**config.mk**
```make
export PLATFORM = sky130hd
export DESIGN_NAME = rms_top
export DESIGN_NICKNAME = d
export VERILOG_FILES = /design/src/rms_pkg.sv /design/src/rms_mode_decode.sv /design/src/rms_top.sv
export SDC_FILE = /design/constraint.sdc
export NUM_CORES = 1
export LEC_CHECK = 0
export ABC_AREA = 1
export ABC_CLOCK_PERIOD_IN_PS = 1200
export BUFFER_PORTS_ARGS = -buffer_cell sky130_fd_sc_hd__buf_2
export CAP_MARGIN = 5
export CORE_MARGIN = 3
export CORE_UTILIZATION = 38
export CTS_CLUSTER_DIAMETER = 120
export DETAILED_ROUTE_END_ITERATION = 7
export MAX_ROUTING_LAYER = met4
export PLACE_DENSITY = 0.88
export SYNTH_ARGS = -nofsm -noshare
export SYNTH_HDL_FRONTEND = slang
export SYNTH_SLANG_ARGS = --single-unit
```
**constraint.sdc**
```tcl
create_clock -name pclk -period 1.2 [get_ports pclk]
set_clock_uncertainty 0.1 [all_clocks]
set_input_delay 0.12 -clock pclk [delete_from_list [all_inputs] [get_ports pclk]]
set_output_delay 0.12 -clock pclk [all_outputs]
set_load 0.02 [all_outputs]
```
**src/rms_pkg.sv**
```systemverilog
// shared constants for the readout mode select block
package rms_pkg;

   // sampling (correlated sampling) modes, internal encoding
   typedef enum logic [1:0] {
      RMS_SMP_FULL,
      RMS_SMP_QUASI,
      RMS_SMP_NONE,
      RMS_SMP_XFER
   } rms_smp_e;

   // pin codes for sampling mode, written {msb, lsb}
   localparam logic [1:0] RMS_PIN_SMP_FULL = 2'h0;
   localparam logic [1:0] RMS_PIN_SMP_QUASI = 2'h2;
   localparam logic [1:0] RMS_PIN_SMP_NONE = 2'h1;
   localparam logic [1:0] RMS_PIN_SMP_XFER = 2'h3;

   // row binning: log2 of rows per output row
   localparam logic [1:0] RMS_BIN_X1 = 2'h0;
   localparam logic [1:0] RMS_BIN_X2 = 2'h1;
   localparam logic [1:0] RMS_BIN_X4 = 2'h2;

   // register byte offsets
   localparam logic [11:0] RMS_CFG_OFS = 12'h000;
   localparam logic [11:0] RMS_STAT_OFS = 12'h004;

   // config register fields and reset value
   localparam int RMS_CFG_SMP_LSB = 0;
   localparam int RMS_CFG_BIN_LSB = 2;
   localparam logic [3:0] RMS_CFG_RST = 4'h0;

   // status register field positions
   localparam int RMS_STAT_SMP_LSB = 0;
   localparam int RMS_STAT_BIN_LSB = 2;
   localparam int RMS_STAT_MST_BIT = 4;
   localparam int RMS_STAT_ANA_BIT = 5;
   localparam int RMS_STAT_SPR_LSB = 6;

   // apb address width seen by the block
   localparam int RMS_ADDR_W = 12;

endpackage : rms_pkg

```
**src/rms_mode_decode.sv**
```systemverilog
`timescale 1ns/10ps
`default_nettype none

// selects between pin fields and register fields, then decodes them
module rms_mode_decode
   import rms_pkg::*;
(
   input wire logic master_mode,
   input wire logic [1:0] pin_smp,
   input wire logic [1:0] pin_bin,
   input wire logic [1:0] cfg_smp,
   input wire logic [1:0] cfg_bin,
   output logic [1:0] smp_mode,
   output logic [1:0] bin_shift
);

   // pin sampling field {msb, lsb} to internal mode
   function automatic logic [1:0] rms_smp_dec(input logic [1:0] code);
      logic [1:0] m;
      m = RMS_SMP_FULL;
      unique case (code)
         RMS_PIN_SMP_FULL: m = RMS_SMP_FULL;
         RMS_PIN_SMP_QUASI: m = RMS_SMP_QUASI;
         RMS_PIN_SMP_NONE: m = RMS_SMP_NONE;
         RMS_PIN_SMP_XFER: m = RMS_SMP_XFER;
      endcase
      return m;
   endfunction : rms_smp_dec

   // binning field {msb, lsb}: msb set means four rows whatever lsb
   function automatic logic [1:0] rms_bin_dec(input logic [1:0] code);
      return code[1] ? RMS_BIN_X4 : (code[0] ? RMS_BIN_X2 : RMS_BIN_X1);
   endfunction : rms_bin_dec

   wire [1:0] sel_smp;
   wire [1:0] sel_bin;

   // master mode uses the register copy, slave mode the pins
   assign sel_smp = master_mode ? cfg_smp : pin_smp;
   assign sel_bin = master_mode ? cfg_bin : pin_bin;
   assign smp_mode = rms_smp_dec(sel_smp);
   assign bin_shift = rms_bin_dec(sel_bin);

endmodule : rms_mode_decode

`default_nettype wire

```
**src/rms_top.sv**
```systemverilog
`timescale 1ns/10ps
`default_nettype none

module rms_top
   import rms_pkg::*;
#(
   parameter int PIX_W = 10
)
(
   input wire logic pclk,
   input wire logic presetn,
   input wire logic psel,
   input wire logic penable,
   input wire logic pwrite,
   input wire logic [RMS_ADDR_W-1:0] paddr,
   input wire logic [31:0] pwdata,
   output logic [31:0] prdata,
   output logic pready,
   output logic pslverr,
   input wire logic master_select,
   input wire logic analog_passthrough_select,
   input wire logic sampling_mode_msb,
   input wire logic sampling_mode_lsb,
   input wire logic row_bin_msb,
   input wire logic row_bin_lsb,
   input wire logic spare_input_hi,
   input wire logic spare_input_lo,
   input wire logic [PIX_W-1:0] analog_in_data,
   input wire logic [PIX_W-1:0] video_in_data,
   output logic [PIX_W-1:0] pixel_out_data,
   output logic [1:0] sampling_mode,
   output logic [1:0] row_bin_shift,
   output logic master_mode
);

   // flops
   logic [3:0] cfg_ff;
   logic [PIX_W-1:0] pix_ff;
   logic [1:0] smp_ff;
   logic [1:0] bin_ff;
   logic mst_ff;
   logic ana_ff;
   logic [1:0] spr_ff;
   logic pready_ff;
   logic pslverr_ff;
   logic [31:0] prdata_ff;

   // next values
   logic [3:0] nxt_cfg;
   logic [PIX_W-1:0] nxt_pix;
   logic nxt_pready;
   logic nxt_pslverr;
   logic [31:0] nxt_prdata;

   // decoded mode fields
   logic [1:0] dec_smp;
   logic [1:0] dec_bin;

   // bus decode
   wire setup_phase;
   wire access_done;
   wire hit_cfg;
   wire hit_stat;
   wire wr_cfg;
   wire [31:0] cfg_word;
   wire [31:0] stat_word;
   wire [1:0] pin_smp;
   wire [1:0] pin_bin;

   // pin fields are gathered msb first
   assign pin_smp = {sampling_mode_msb, sampling_mode_lsb};
   assign pin_bin = {row_bin_msb, row_bin_lsb};

   // mode select from pins or registers
   rms_mode_decode i_rms_mode_decode (
      .master_mode(master_select),
      .pin_smp(pin_smp),
      .pin_bin(pin_bin),
      .cfg_smp(cfg_ff[RMS_CFG_SMP_LSB +: 2]),
      .cfg_bin(cfg_ff[RMS_CFG_BIN_LSB +: 2]),
      .smp_mode(dec_smp),
      .bin_shift(dec_bin)
   );

   // output path choice
   assign nxt_pix = analog_passthrough_select ? analog_in_data : video_in_data;

   // apb address decode; answer comes in the first access cycle
   assign setup_phase = psel & ~penable;
   assign access_done = psel & penable & pready_ff;
   assign hit_cfg = (paddr == RMS_CFG_OFS);
   assign hit_stat = (paddr == RMS_STAT_OFS);
   assign wr_cfg = access_done & pwrite & hit_cfg & ~pslverr_ff;
   assign cfg_word = {28'h0000000, cfg_ff};
   assign stat_word = {24'h000000, spr_ff, ana_ff, mst_ff, bin_ff, smp_ff};

   // register write, bus answer
   assign nxt_cfg = wr_cfg ? pwdata[3:0] : cfg_ff;
   assign nxt_pready = setup_phase;
   assign nxt_pslverr = setup_phase & ~(hit_cfg | (hit_stat & ~pwrite));
   assign nxt_prdata = (setup_phase & ~pwrite & hit_cfg) ? cfg_word :
                       (setup_phase & ~pwrite & hit_stat) ? stat_word : 32'h00000000;

   // configuration register
   always_ff @(posedge pclk or negedge presetn)
   begin
      if (!presetn)
      begin
         cfg_ff <= RMS_CFG_RST;
      end
      else
      begin
         cfg_ff <= nxt_cfg;
      end
   end

   // ready pulse, one cycle after the setup edge
   always_ff @(posedge pclk or negedge presetn)
   begin
      if (!presetn)
      begin
         pready_ff <= 1'b0;
      end
      else
      begin
         pready_ff <= nxt_pready;
      end
   end

   // error flag, standing with ready only
   always_ff @(posedge pclk or negedge presetn)
   begin
      if (!presetn)
      begin
         pslverr_ff <= 1'b0;
      end
      else
      begin
         pslverr_ff <= nxt_pslverr;
      end
   end

   // read word, zero outside the answer cycle so a stale word never leaks
   always_ff @(posedge pclk or negedge presetn)
   begin
      if (!presetn)
      begin
         prdata_ff <= 32'h00000000;
      end
      else
      begin
         prdata_ff <= nxt_prdata;
      end
   end

   // selected pixel word
   always_ff @(posedge pclk or negedge presetn)
   begin
      if (!presetn)
      begin
         pix_ff <= '0;
      end
      else
      begin
         pix_ff <= nxt_pix;
      end
   end

   // decoded mode fields, one cycle behind the pins or the register
   always_ff @(posedge pclk or negedge presetn)
   begin
      if (!presetn)
      begin
         smp_ff <= RMS_SMP_FULL;
         bin_ff <= RMS_BIN_X1;
      end
      else
      begin
         smp_ff <= dec_smp;
         bin_ff <= dec_bin;
      end
   end

   // raw pin copies shown in the status word
   always_ff @(posedge pclk or negedge presetn)
   begin
      if (!presetn)
      begin
         mst_ff <= 1'b0;
         ana_ff <= 1'b0;
         spr_ff <= 2'h0;
      end
      else
      begin
         mst_ff <= master_select;
         ana_ff <= analog_passthrough_select;
         spr_ff <= {spare_input_hi, spare_input_lo};
      end
   end

   assign prdata = prdata_ff;
   assign pready = pready_ff;
   assign pslverr = pslverr_ff;
   assign pixel_out_data = pix_ff;
   assign sampling_mode = smp_ff;
   assign row_bin_shift = bin_ff;
   assign master_mode = mst_ff;
endmodule : rms_top

`default_nettype wire

```
; Word level (Yosys, flattened, before mapping)
; Index checks and enable logic that the tools add are counted.
; W data, S select, Z words.
[totals]
regBits = 32
elab_cells = 40
output_inout_bits = 49
inputBits = 77
[op_classes]
n_eq_ne = 4
mux = 8
bitwise = 16
n_reduce_logical = 2
[ops]
columns = op, count
row1 = $mux W8, 2
row2 = $eq A12 B3 Y1 const B, 1
row3 = $logic_not A12 Y1, 1
row4 = $and A1 B1 Y1, 11
row5 = $mux W10, 1
row6 = $pmux W2 S4, 1
row7 = $mux W2, 3
row8 = $eq A2 B2 Y1 const B, 2
row9 = $not A1 Y1, 4
row10 = $eq A2 B1 Y1 const B, 1
row11 = $logic_not A2 Y1, 1
row12 = $mux W1, 1
row13 = $or A1 B1 Y1, 1

; Logic depth before layout (Yosys ltp)
; Gate-level depths: netlist (run 1).
[logic_depth]
depth_word = 6
mapped_depth = 6
depth_no_buf = 6

; By module
; From an unflattened synthesis (run 1), not the netlist that was laid out.
[unflattened]
hier_cells = 146
area_unflattened_um2 = 1488.9
[modules_own_cells]
columns = mod, n_inst, seq_area_each_um2, cells_per_inst, area_per_inst_um2
row1 = rms_top, 1, 800.8, 128, 1421.4
row2 = rms_mode_decode, 1, 0.0, 18, 67.6

; Worst setup path before layout (run 1)
; Ideal clock, no wire load.
[synth_path]
kind = register -> register
from = register pslverr_ff, in the netlist pslverr
to = register cfg_ff[0]
slack_ns = 0.004
period_less_slack_ns = 1.196
required_time_ns = 0.983
n_path_buf = 0
arrival_time_ns = 0.979
path_stages_with_launch = 7
setup_time_ns = 0.117
path_cell_list = dfrtp_1 inv_1 nand3_1 nor2_1 nand3_4 nand2_1 o21ai_2
[synth_between]
elab_chain_cells = 2
[synth_lines]
columns = item, line
row1 = "start, declared", rms_top.sv:45  ; logic pslverr_ff;
row2 = "start signal, assigned", rms_top.sv:139  ; pslverr_ff <= nxt_pslverr;
row3 = $not A1 Y1, rms_top.sv:93  ; assign wr_cfg = access_done & pwrite & hit_cfg & ~pslverr_ff;
row4 = $and A1 B1 Y1, rms_top.sv:93
row5 = "end signal, assigned", rms_top.sv:113  ; cfg_ff <= nxt_cfg;
row6 = "end, declared", rms_top.sv:37  ; logic [3:0] cfg_ff;
; Every way passes these cells.
; A chain may end at the register's enable or synchronous reset.

; Worst setup path after layout (run 1)
[layout_path]
from = register pslverr_ff, in the netlist pslverr
to = register cfg_ff[2]
; The elaborated chain is that of the path after synthesis.

==> results of run 1 <==
==> where the power goes <==
part           switching [mW]  total, mW  leakage, nW  internal [mW]
Sequential             0.0129       1.13        0.408           1.12
Clock                   0.336      0.803       0.0455          0.467
Combinational           0.244      0.437        0.786          0.194
==> worst min path at each step <==
stage	to	slack, ns	depth (start not counted)
floorplan	ana_ff$_DFF_PN0_	-0.28	0
global placement	pixel_out_data[2]$_DFF_PN0_	-0.08	1
detailed placement	pixel_out_data[2]$_DFF_PN0_	-0.08	1
CTS	ana_ff$_DFF_PN0_	0.006	1
global route	pixel_out_data[2]$_DFF_PN0_	0.02	2
finish	ana_ff$_DFF_PN0_	0.02	1
==> final cells by class <==
cell class                      instances  area, µm²
Fill cell                             331       1470
Sequential cell                        32        801
Multi-Input combinational cell         99        573
Timing Repair Buffer                  106        688
Inverter                               10       37.5
Clock buffer                            8       90.1
Tap cell                               48       60.1
==> timing repair <==
item | in CTS | in global routing
hold buffers | 29 | 1
setup endpoints to repair | 0 | 4
hold endpoints to repair | 51 | 1
resized for setup | 0 | 4
==> metal layers <==
layer | share of wire | track usage | vias up
met1 | 0.32 | 0.145 | 561
li1 | - | - | 624
met5 | 0 | - | -
met2 | 0.60 | 0.268 | 38
met3 | 0.064 | 0.0438 | 7
met4 | 0.020 | 0.0657 | 0
==> cells by family (layout without fill, tap and decap cells) <==
logic type             count (synthesis)  after routing  share of synthesized area
AOI/OAI and AO/OA                      8              8                     0.0293
buffers and inverters                 35            124                      0.149
DFF                                   32             32                      0.536
muxes                                 10             10                     0.0753
other                                  1             24                    0.00251
and+or+nand+nor                       57             57                      0.208
==> critical path: cells and delay by family, from the launching register on <==
family / cells / cell delay [ns]
buf+inv: 1 / 0.06
compound gates: 1 / 0.06
simple gates: 4 / 0.40
flops: 1 / 0.37
==> cells in the final DEF, fill, tap and decap left out, types with 6 or more instances in the layout <==
cell type	n
sky130_fd_sc_hd__dfrtp_1	32
sky130_fd_sc_hd__o21ai_1	7
sky130_fd_sc_hd__mux2_2	10
sky130_fd_sc_hd__clkbuf_8	6
sky130_fd_sc_hd__inv_1	10
sky130_fd_sc_hd__conb_1	24
sky130_fd_sc_hd__nand2_1	29
sky130_fd_sc_hd__nor2_1	10
sky130_fd_sc_hd__dlygate4sd3_1	30
sky130_fd_sc_hd__buf_2	73
==> registers in the layout, indices dropped and copies added, names as in the netlist <==
signal	flops
pixel_out_data	10
cfg_ff	4
pready	1
row_bin_shift	2
sampling_mode	2
pslverr	1
spr_ff	2
prdata	8
ana_ff	1
master_mode	1
==> stage by stage <==
step	setup WS (ns)	utilization	area [µm²]	power, mW	hold slack, ns
after floorplan	0.00359	-	1580	1.41	-0.276
after global placement	0.0344	0.496	1840	1.50	-0.0813
after detailed placement	0.0130	0.496	1840	1.51	-0.0763
after CTS	0.0173	0.599	2220	2.40	0.00589
after global routing	0.00162	0.605	2250	2.48	0.0155
final	0.0974	0.605	2250	2.37	0.0158
==> impl_summary.log, run 1 <==
[metrics] horizontal die dimension: 68.7 µm
[metrics] cell with the most instances after synthesis: sky130_fd_sc_hd__dfrtp_1
[metrics] number of failing setup endpoints in the final timing report: 0
[metrics] maximum root-to-sink buffer count: 2
[metrics] global-route congestion overflow total: 0
[metrics] ys async rst share: 1.00
[metrics] routed vias: 1,230
[metrics] aggregate global-route resource usage: 0.148
[metrics] number of setup buffers added after CTS: 0
[metrics] most used standard cells in the synthesized netlist: 32 x sky130_fd_sc_hd__dfrtp_1, 30 x sky130_fd_sc_hd__nand2_1, 24 x sky130_fd_sc_hd__buf_4, 11 x sky130_fd_sc_hd__nor2_1
[metrics] result of the run: finished, final reports clean
[metrics] portion of the post-synthesis area used by sequential elements: 0.536
[metrics] static power due to leakage: 1.24 nW
[metrics] global-route wire length before repair: 4890 µm
[metrics] vias in the first global route: 1,131
[metrics] Worst IR Drop VDD: 0.476 mV
[metrics] fraction of post-synthesis cell area in the top cell type by area: 0.536
[metrics] period utilisation layout: 0.919
[metrics] area added between synthesis and finish: 50.5%
[metrics] Synth Warn #: 0
[metrics] Achievable Freq: 0.907 GHz
[metrics] count of port buffers added during placement: 73
[metrics] total of max-cap violations: 0
[metrics] clock latency on the worst-skew pair: 0.27 ns
[metrics] effective utilization at floorplan: 0.402
[metrics] type of the worst setup path: flip-flop to flip-flop
[metrics] Remaining DRCs: 0
[metrics] total negative setup slack: 0 ns
[metrics] cell chosen for the clock root: sky130_fd_sc_hd__clkbuf_8
[metrics] CTS tree: yes
[metrics] largest net degree at the start of global routing: 15
[metrics] Setup crit end: cfg_ff[2]$_DFFE_PN0P_
[metrics] arrival time worst endpoint: 1.16 ns
[metrics] Yosys top cell by area: sky130_fd_sc_hd__dfrtp_1
[metrics] routed via count divided by cell count: 4.06
[metrics] worst hold path type: input port to flip-flop
[metrics] number of placed I/O pins: 126
[metrics] clock tree sinks: 32
[metrics] count of flip-flops with a built-in enable after synthesis: 0
[metrics] post-synth cell types: 18
[metrics] number of DRC markers after the initial detailed-route iteration: 75
[metrics] largest cells by area after synthesis: sky130_fd_sc_hd__dfrtp_1 54%, sky130_fd_sc_hd__buf_4 12%, sky130_fd_sc_hd__mux2_2 7.5%, sky130_fd_sc_hd__nand2_1 7.5%, sky130_fd_sc_hd__nor2_1 2.8%
[metrics] Register-to-Register Setup Slack: 0.1 ns
[metrics] maximum cell stage delay along the critical path: 0.37 ns
[metrics] maximum net fanout on the critical path: 8
[metrics] Nets: 331
[metrics] master of the slowest instance on the critical path: sky130_fd_sc_hd__dfrtp_1
[metrics] RSZ-0062 raised after global routing: no
[metrics] reg2reg path depth: 6
[metrics] areal power density over the cells: 1060 nW/µm²
[metrics] share of cells above drive strength 1: 0.416
[metrics] CTS buffer count: 5
[metrics] DIE AREA: 4720 µm²
[metrics] Total Routed Length: 3370 µm
[metrics] capture point of the worst reg-to-reg path: cfg_ff[2]$_DFFE_PN0P_
[metrics] average footprint of a synthesized cell: 10.5 µm²
[metrics] count of placed standard cells in the final layout, fillers left out: 303
[metrics] placed instance count: 265
[metrics] Critical Path RT: 1.26 ns
[metrics] Pre-Repair DR Iteration Count: 4
[metrics] wire length per cell: 11.1 µm
[metrics] Chip Height: 68.7 µm
[metrics] register bit count reported by yosys: 32
[metrics] Final Wtd Congestion: 0.756
[metrics] half-perimeter wire length after detailed placement: 2420 µm
[metrics] number of antenna violations at the first check in global routing: 0
[metrics] antenna fix cells: 0
[metrics] Final Max Slew Viols: 0
[metrics] placeable core region: 3720 µm²
[metrics] # H-tree levels: 2
[metrics] worst reg2reg startpoint: pslverr$_DFF_PN0_
[metrics] worst path cell trace: inv_1, nand3_2, nor2_4, nand3_4, nand2_1, o21ai_1
[metrics] Detail Route Antenna Nets: 0
[metrics] Gate Count Post-Synth: 143
[metrics] Clock Pin Slew Worst Setup and Hold Paths: 0.06 ns
[metrics] cell area after synthesis: 1500 µm²
[metrics] standard-cell row count: 22
[metrics] post-route minimum period: 1.10 ns
[metrics] nature of the critical path endpoint: flip-flop
[metrics] most common flop cell mapped by yosys: sky130_fd_sc_hd__dfrtp_1
[metrics] kind of launch point of the worst setup path: flip-flop
[metrics] start point of the worst hold path: analog_passthrough_select
[metrics] final hold violation count: 0
[metrics] Critical Path Start: pslverr$_DFF_PN0_
(Power assumes the default switching activity.)
==> inputs of run 2 (changes only) <==
--- a/config.mk
+++ b/config.mk
@@ -18,3 +18,4 @@
 export SYNTH_ARGS = -nofsm -noshare
 export SYNTH_HDL_FRONTEND = slang
+export SYNTH_HIERARCHICAL = 1
 export SYNTH_SLANG_ARGS = --single-unit
==> constraint.sdc (replaced) <==
create_clock -name pclk -period 1.2 [get_ports pclk]
set_clock_uncertainty 0.1 [all_clocks]
set_input_delay 0.24 -clock pclk [delete_from_list [all_inputs] [get_ports pclk]]
set_output_delay 0.24 -clock pclk [all_outputs]
set_load 0.02 [all_outputs]
==> run 2 against run 1 <==
Maximum frequency down 4.8%; synthesized area down 0.42%; worst setup slack worse by 0.056 ns.
==> impl_summary.log, run 2 <==
[metrics] most used standard cells in the synthesized netlist: 32 x sky130_fd_sc_hd__dfrtp_1, 30 x sky130_fd_sc_hd__nand2_1, 24 x sky130_fd_sc_hd__buf_4, 13 x sky130_fd_sc_hd__inv_1 (was 32 x sky130_fd_sc_hd__dfrtp_1, 30 x sky130_fd_sc_hd__nand2_1, 24 x sky130_fd_sc_hd__buf_4, 11 x sky130_fd_sc_hd__nor2_1)
[metrics] cell chosen for the clock root: sky130_fd_sc_hd__clkbuf_8 (unchanged)
[metrics] final hold violation count: 0 (unchanged)
[metrics] placeable core region: 3720 µm² (unchanged)
[metrics] capture point of the worst reg-to-reg path: cfg_ff[1]$_DFFE_PN0P_ (was cfg_ff[2]$_DFFE_PN0P_)
[metrics] aggregate global-route resource usage: 0.119 (was 0.148)
[metrics] Final Core Density: 0.538 (was 0.605)
[metrics] largest cells by area after synthesis: sky130_fd_sc_hd__dfrtp_1 54%, sky130_fd_sc_hd__buf_4 12%, sky130_fd_sc_hd__mux2_2 7.6%, sky130_fd_sc_hd__nand2_1 7.6%, sky130_fd_sc_hd__inv_1 3.3% (was sky130_fd_sc_hd__dfrtp_1 54%, sky130_fd_sc_hd__buf_4 12%, sky130_fd_sc_hd__mux2_2 7.5%, sky130_fd_sc_hd__nand2_1 7.5%, sky130_fd_sc_hd__nor2_1 2.8%)
[metrics] post-route worst setup slack: 0.0414 ns (was 0.0974 ns)
[metrics] post-route cell area: 2000 µm² (was 2250 µm²)
[metrics] most used cells in the layout excluding fill and tap cells: 73 x sky130_fd_sc_hd__buf_2, 32 x sky130_fd_sc_hd__dfrtp_1, 29 x sky130_fd_sc_hd__nand2_1 (was 73 x sky130_fd_sc_hd__buf_2, 32 x sky130_fd_sc_hd__dfrtp_1, 30 x sky130_fd_sc_hd__dlygate4sd3_1)
[metrics] routed vias: 1,130 (was 1,230)
[metrics] register bit count reported by yosys: 32 (unchanged)
[metrics] hold worst-path end: master_mode$_DFF_PN0_ (was ana_ff$_DFF_PN0_)
[metrics] Critical Path RT: 0.86 ns (was 1.26 ns)
[metrics] type of the worst setup path: flip-flop to output pin (was flip-flop to flip-flop)
[metrics] adder and majority cell fraction of the synthesized area: 0 (unchanged)
[metrics] cell depth of the worst min-delay path: 1 (unchanged)
[metrics] routed via count divided by cell count: 4.04 (was 4.06)
[metrics] cell area after synthesis: 1490 µm² (was 1500 µm²)
[metrics] fraction of synthesized area in multiplexers: 0.0756 (was 0.0753)
[metrics] nature of the critical path endpoint: output pin (was flip-flop)
[metrics] Achievable Freq: 0.863 GHz (was 0.907 GHz)
[metrics] met1 routing resource usage after global routing: 0.141 (was 0.145)
[metrics] areal power density over the cells: 1230 nW/µm² (was 1060 nW/µm²)
[metrics] number of antenna violations at the first check in global routing: 0 (unchanged)
[metrics] placement-stage cell area: 1840 µm² (about the same)
[metrics] area share of and/or/nand/nor cells after synthesis: 0.195 (was 0.208)
[metrics] post-route minimum period: 1.16 ns (was 1.10 ns)
[metrics] static power due to leakage: 1.14 nW (was 1.24 nW)
[metrics] average footprint of a synthesized cell: 10.2 µm² (was 10.5 µm²)
[metrics] total power: 2.45 mW (was 2.37 mW)
[metrics] area added between synthesis and finish: 34.2% (was 50.5%)
[metrics] Chip Height: 68.6 µm (was 68.7 µm)
[metrics] CTS buffer count: 5 (unchanged)
[metrics] antenna fix cells: 0 (unchanged)
[metrics] hold slack final: 0.0700 ns (was 0.0158 ns)
[metrics] worst slack, placed: -0.0343 ns (was 0.0130 ns)
[metrics] Total Routed Length: 2850 µm (was 3370 µm)
[metrics] post-synth cell types: 18 (unchanged)
[metrics] family of cells with the greatest summed delay on the critical path: flip-flops (was simple AND/OR/NAND/NOR gates)
[metrics] total buffers and inverters traversed by the critical path: 1 (unchanged)
[metrics] Synth Warn #: 6 (was 0)
[metrics] Clock Pin Slew Worst Setup and Hold Paths: 0.06 ns (about the same)
[metrics] global-route wire length before repair: 3970 µm (was 4890 µm)
[metrics] portion of the post-synthesis area used by sequential elements: 0.538 (was 0.536)
[metrics] ys async rst share: 1.00 (unchanged)
[metrics] clock tree sinks: 32 (unchanged)
[metrics] Pre-Repair DR Iteration Count: 4 (unchanged)
[metrics] count of placed standard cells in the final layout, fillers left out: 280 (was 303)
[metrics] arrival time worst endpoint: 0.82 ns (was 1.16 ns)
[metrics] start point of the worst hold path: master_select (was analog_passthrough_select)
[metrics] max FFs per register: 10 (unchanged)
[metrics] period utilisation layout: 0.966 (was 0.919)
[metrics] Compound-Gate Fraction of Synth Area: 0.0294 (was 0.0293)
[metrics] clock latency on the worst-skew pair: 0.27 ns (about the same)
[metrics] Final Wtd Congestion: 0.732 (was 0.756)
[metrics] worst hold path type: input port to flip-flop (unchanged)
[metrics] global-route congestion overflow total: 0 (unchanged)
[metrics] CTS tree: yes (unchanged)
[metrics] Worst IR Drop VDD: 0.458 mV (was 0.476 mV)
[metrics] grt met3 use: 0.0194 (was 0.0438)
[metrics] most common flop cell mapped by yosys: sky130_fd_sc_hd__dfrtp_1 (unchanged)
[metrics] grt met2 use: 0.199 (was 0.268)
[metrics] half-perimeter wire length after detailed placement: 2390 µm (was 2420 µm)
[metrics] share of cells above drive strength 1: 0.478 (was 0.416)
[metrics] worst path cell trace: buf_2 (was inv_1, nand3_2, nor2_4, nand3_4, nand2_1, o21ai_1)
[metrics] placed instance count: 268 (was 265)
[metrics] effective utilization at floorplan: 0.401 (was 0.402)
[metrics] DIE AREA: 4710 µm² (was 4720 µm²)
[metrics] Final Max Slew Viols: 0 (unchanged)
[metrics] Register-to-Register Setup Slack: 0.07 ns (was 0.1 ns)
[metrics] post-synthesis share of cell area spent on xor and xnor gates: 0 (unchanged)
[metrics] number of placed I/O pins: 126 (unchanged)
[metrics] largest family of logic cells by synthesized area: simple AND/OR/NAND/NOR gates (unchanged)
[metrics] Detail Route Antenna Nets: 0 (unchanged)
[metrics] count of port buffers added during placement: 73 (unchanged)
[metrics] cell with the most instances after synthesis: sky130_fd_sc_hd__dfrtp_1 (unchanged)
[metrics] number of failing setup endpoints in the final timing report: 0 (unchanged)
[metrics] Yosys top cell by area: sky130_fd_sc_hd__dfrtp_1 (unchanged)
[metrics] maximum cell stage delay along the critical path: 0.39 ns (was 0.37 ns)
[metrics] global routing's busiest layer: met2 (unchanged)
[metrics] vias in the first global route: 926 (was 1,131)
[metrics] result of the run: finished, final reports clean (unchanged)
[metrics] maximum net fanout on the critical path: 2 (was 8)
[metrics] reg2reg path depth: 6 (unchanged)
[metrics] master of the slowest instance on the critical path: sky130_fd_sc_hd__dfrtp_1 (unchanged)
[metrics] count of flip-flops with a built-in enable after synthesis: 0 (unchanged)
[metrics] Critical Path Start: master_mode$_DFF_PN0_ (was pslverr$_DFF_PN0_)
[metrics] total of max-cap violations: 0 (unchanged)
[metrics] fraction of post-synthesis cell area in the top cell type by area: 0.538 (was 0.536)
[metrics] Nets: 308 (was 331)
[metrics] Remaining DRCs: 0 (unchanged)
[metrics] worst reg2reg startpoint: pslverr$_DFF_PN0_ (unchanged)
[metrics] largest net degree at the start of global routing: 33 (was 15)
[metrics] # H-tree levels: 2 (unchanged)
[metrics] total negative setup slack: 0 ns (unchanged)
[metrics] wire length per cell: 10.2 µm (was 11.1 µm)
[metrics] Gate Count Post-Synth: 146 (was 143)
[metrics] number of DRC markers after the initial detailed-route iteration: 35 (was 75)
[metrics] kind of launch point of the worst setup path: flip-flop (unchanged)
[metrics] horizontal die dimension: 68.6 µm (was 68.7 µm)
[metrics] most common cell after layout, fill and taps aside: sky130_fd_sc_hd__buf_2 (unchanged)
[metrics] standard-cell row count: 22 (unchanged)
[metrics] maximum root-to-sink buffer count: 2 (unchanged)
==> run 2: changes by cell type in the layout (fill, tap and decap cells not counted), sizes merged <==
cell	previous run	this run
dlygate4sd3	30	3
inv	10	14
clkbuf	8	6
or2	2	0
buf	76	77
bufinv	0	1
clkinv	0	1
nand2	32	33
nand3	4	3
nor2	15	16
==> run 2: routing by layer <==
metal | wire length (µm) | part of all wire
met5 | 0 | 0
met4 | 16 | 0.0056
met3 | 161 | 0.056
met2 | 1620 | 0.57
met1 | 1060 | 0.37
==> run 2: cells by family after synthesis <==
logic type      Yosys count
mux                      10
buf+inv                  39
flops                    32
other cells               1
simple gates             56
compound gates            8
==> run 2: layout make-up <==
| type | instances | area (µm²) |
|---|---|---|
| Inverter | 14 | 52.6 |
| Multi-Input combinational cell | 98 | 552 |
| Sequential cell | 32 | 801 |
| Timing Repair Buffer | 80 | 425 |
| Clock inverter | 2 | 35.0 |
| Tap cell | 48 | 60.1 |
| Clock buffer | 6 | 72.6 |
| Fill cell | 360 | 1720 |
==> run 2: worst max path at each step <==
| stage | to | slack, ns | cells after the start |
|---|---|---|---|
| final | master_mode | 0.04 | 1 |
| after global routing | cfg_ff[1]$_DFFE_PN0P_ | -0.002 | 6 |
| after CTS | row_bin_shift[0] | 0.02 | 1 |
| after detailed placement | prdata[3]$_DFF_PN0_ | -0.03 | 7 |
| after global placement | prdata[1]$_DFF_PN0_ | -0.02 | 7 |
| after floorplan | cfg_ff[3]$_DFFE_PN0P_ | 0.004 | 6 |
==> run 2: repair_timing <==
action	4_1_cts	5_1_grt
setup endpoints to repair	2	3
hold endpoints to repair	34	0
pin swaps	0	3
hold buffers	3	0
buffers inserted	0	1
resized for setup	1	4
==> run 2: worst register-to-register path: stages (launching register included) <==
cell and delay (ns):
sky130_fd_sc_hd__dfrtp_1 0.38, sky130_fd_sc_hd__inv_2 0.05, sky130_fd_sc_hd__nand3_2 0.07, sky130_fd_sc_hd__nor2_4 0.14
sky130_fd_sc_hd__nand3_4 0.13, sky130_fd_sc_hd__nand2_1 0.09, sky130_fd_sc_hd__o21ai_1 0.06
==> run 2: report_power, final <==
group	internal (mW)	switching [mW]	total, mW	leakage [nW]
clock network	0.615	0.342	0.957	0.0552
logic	0.133	0.226	0.359	0.675
registers	1.12	0.0136	1.14	0.408
total	1.87	0.581	2.45	1.14
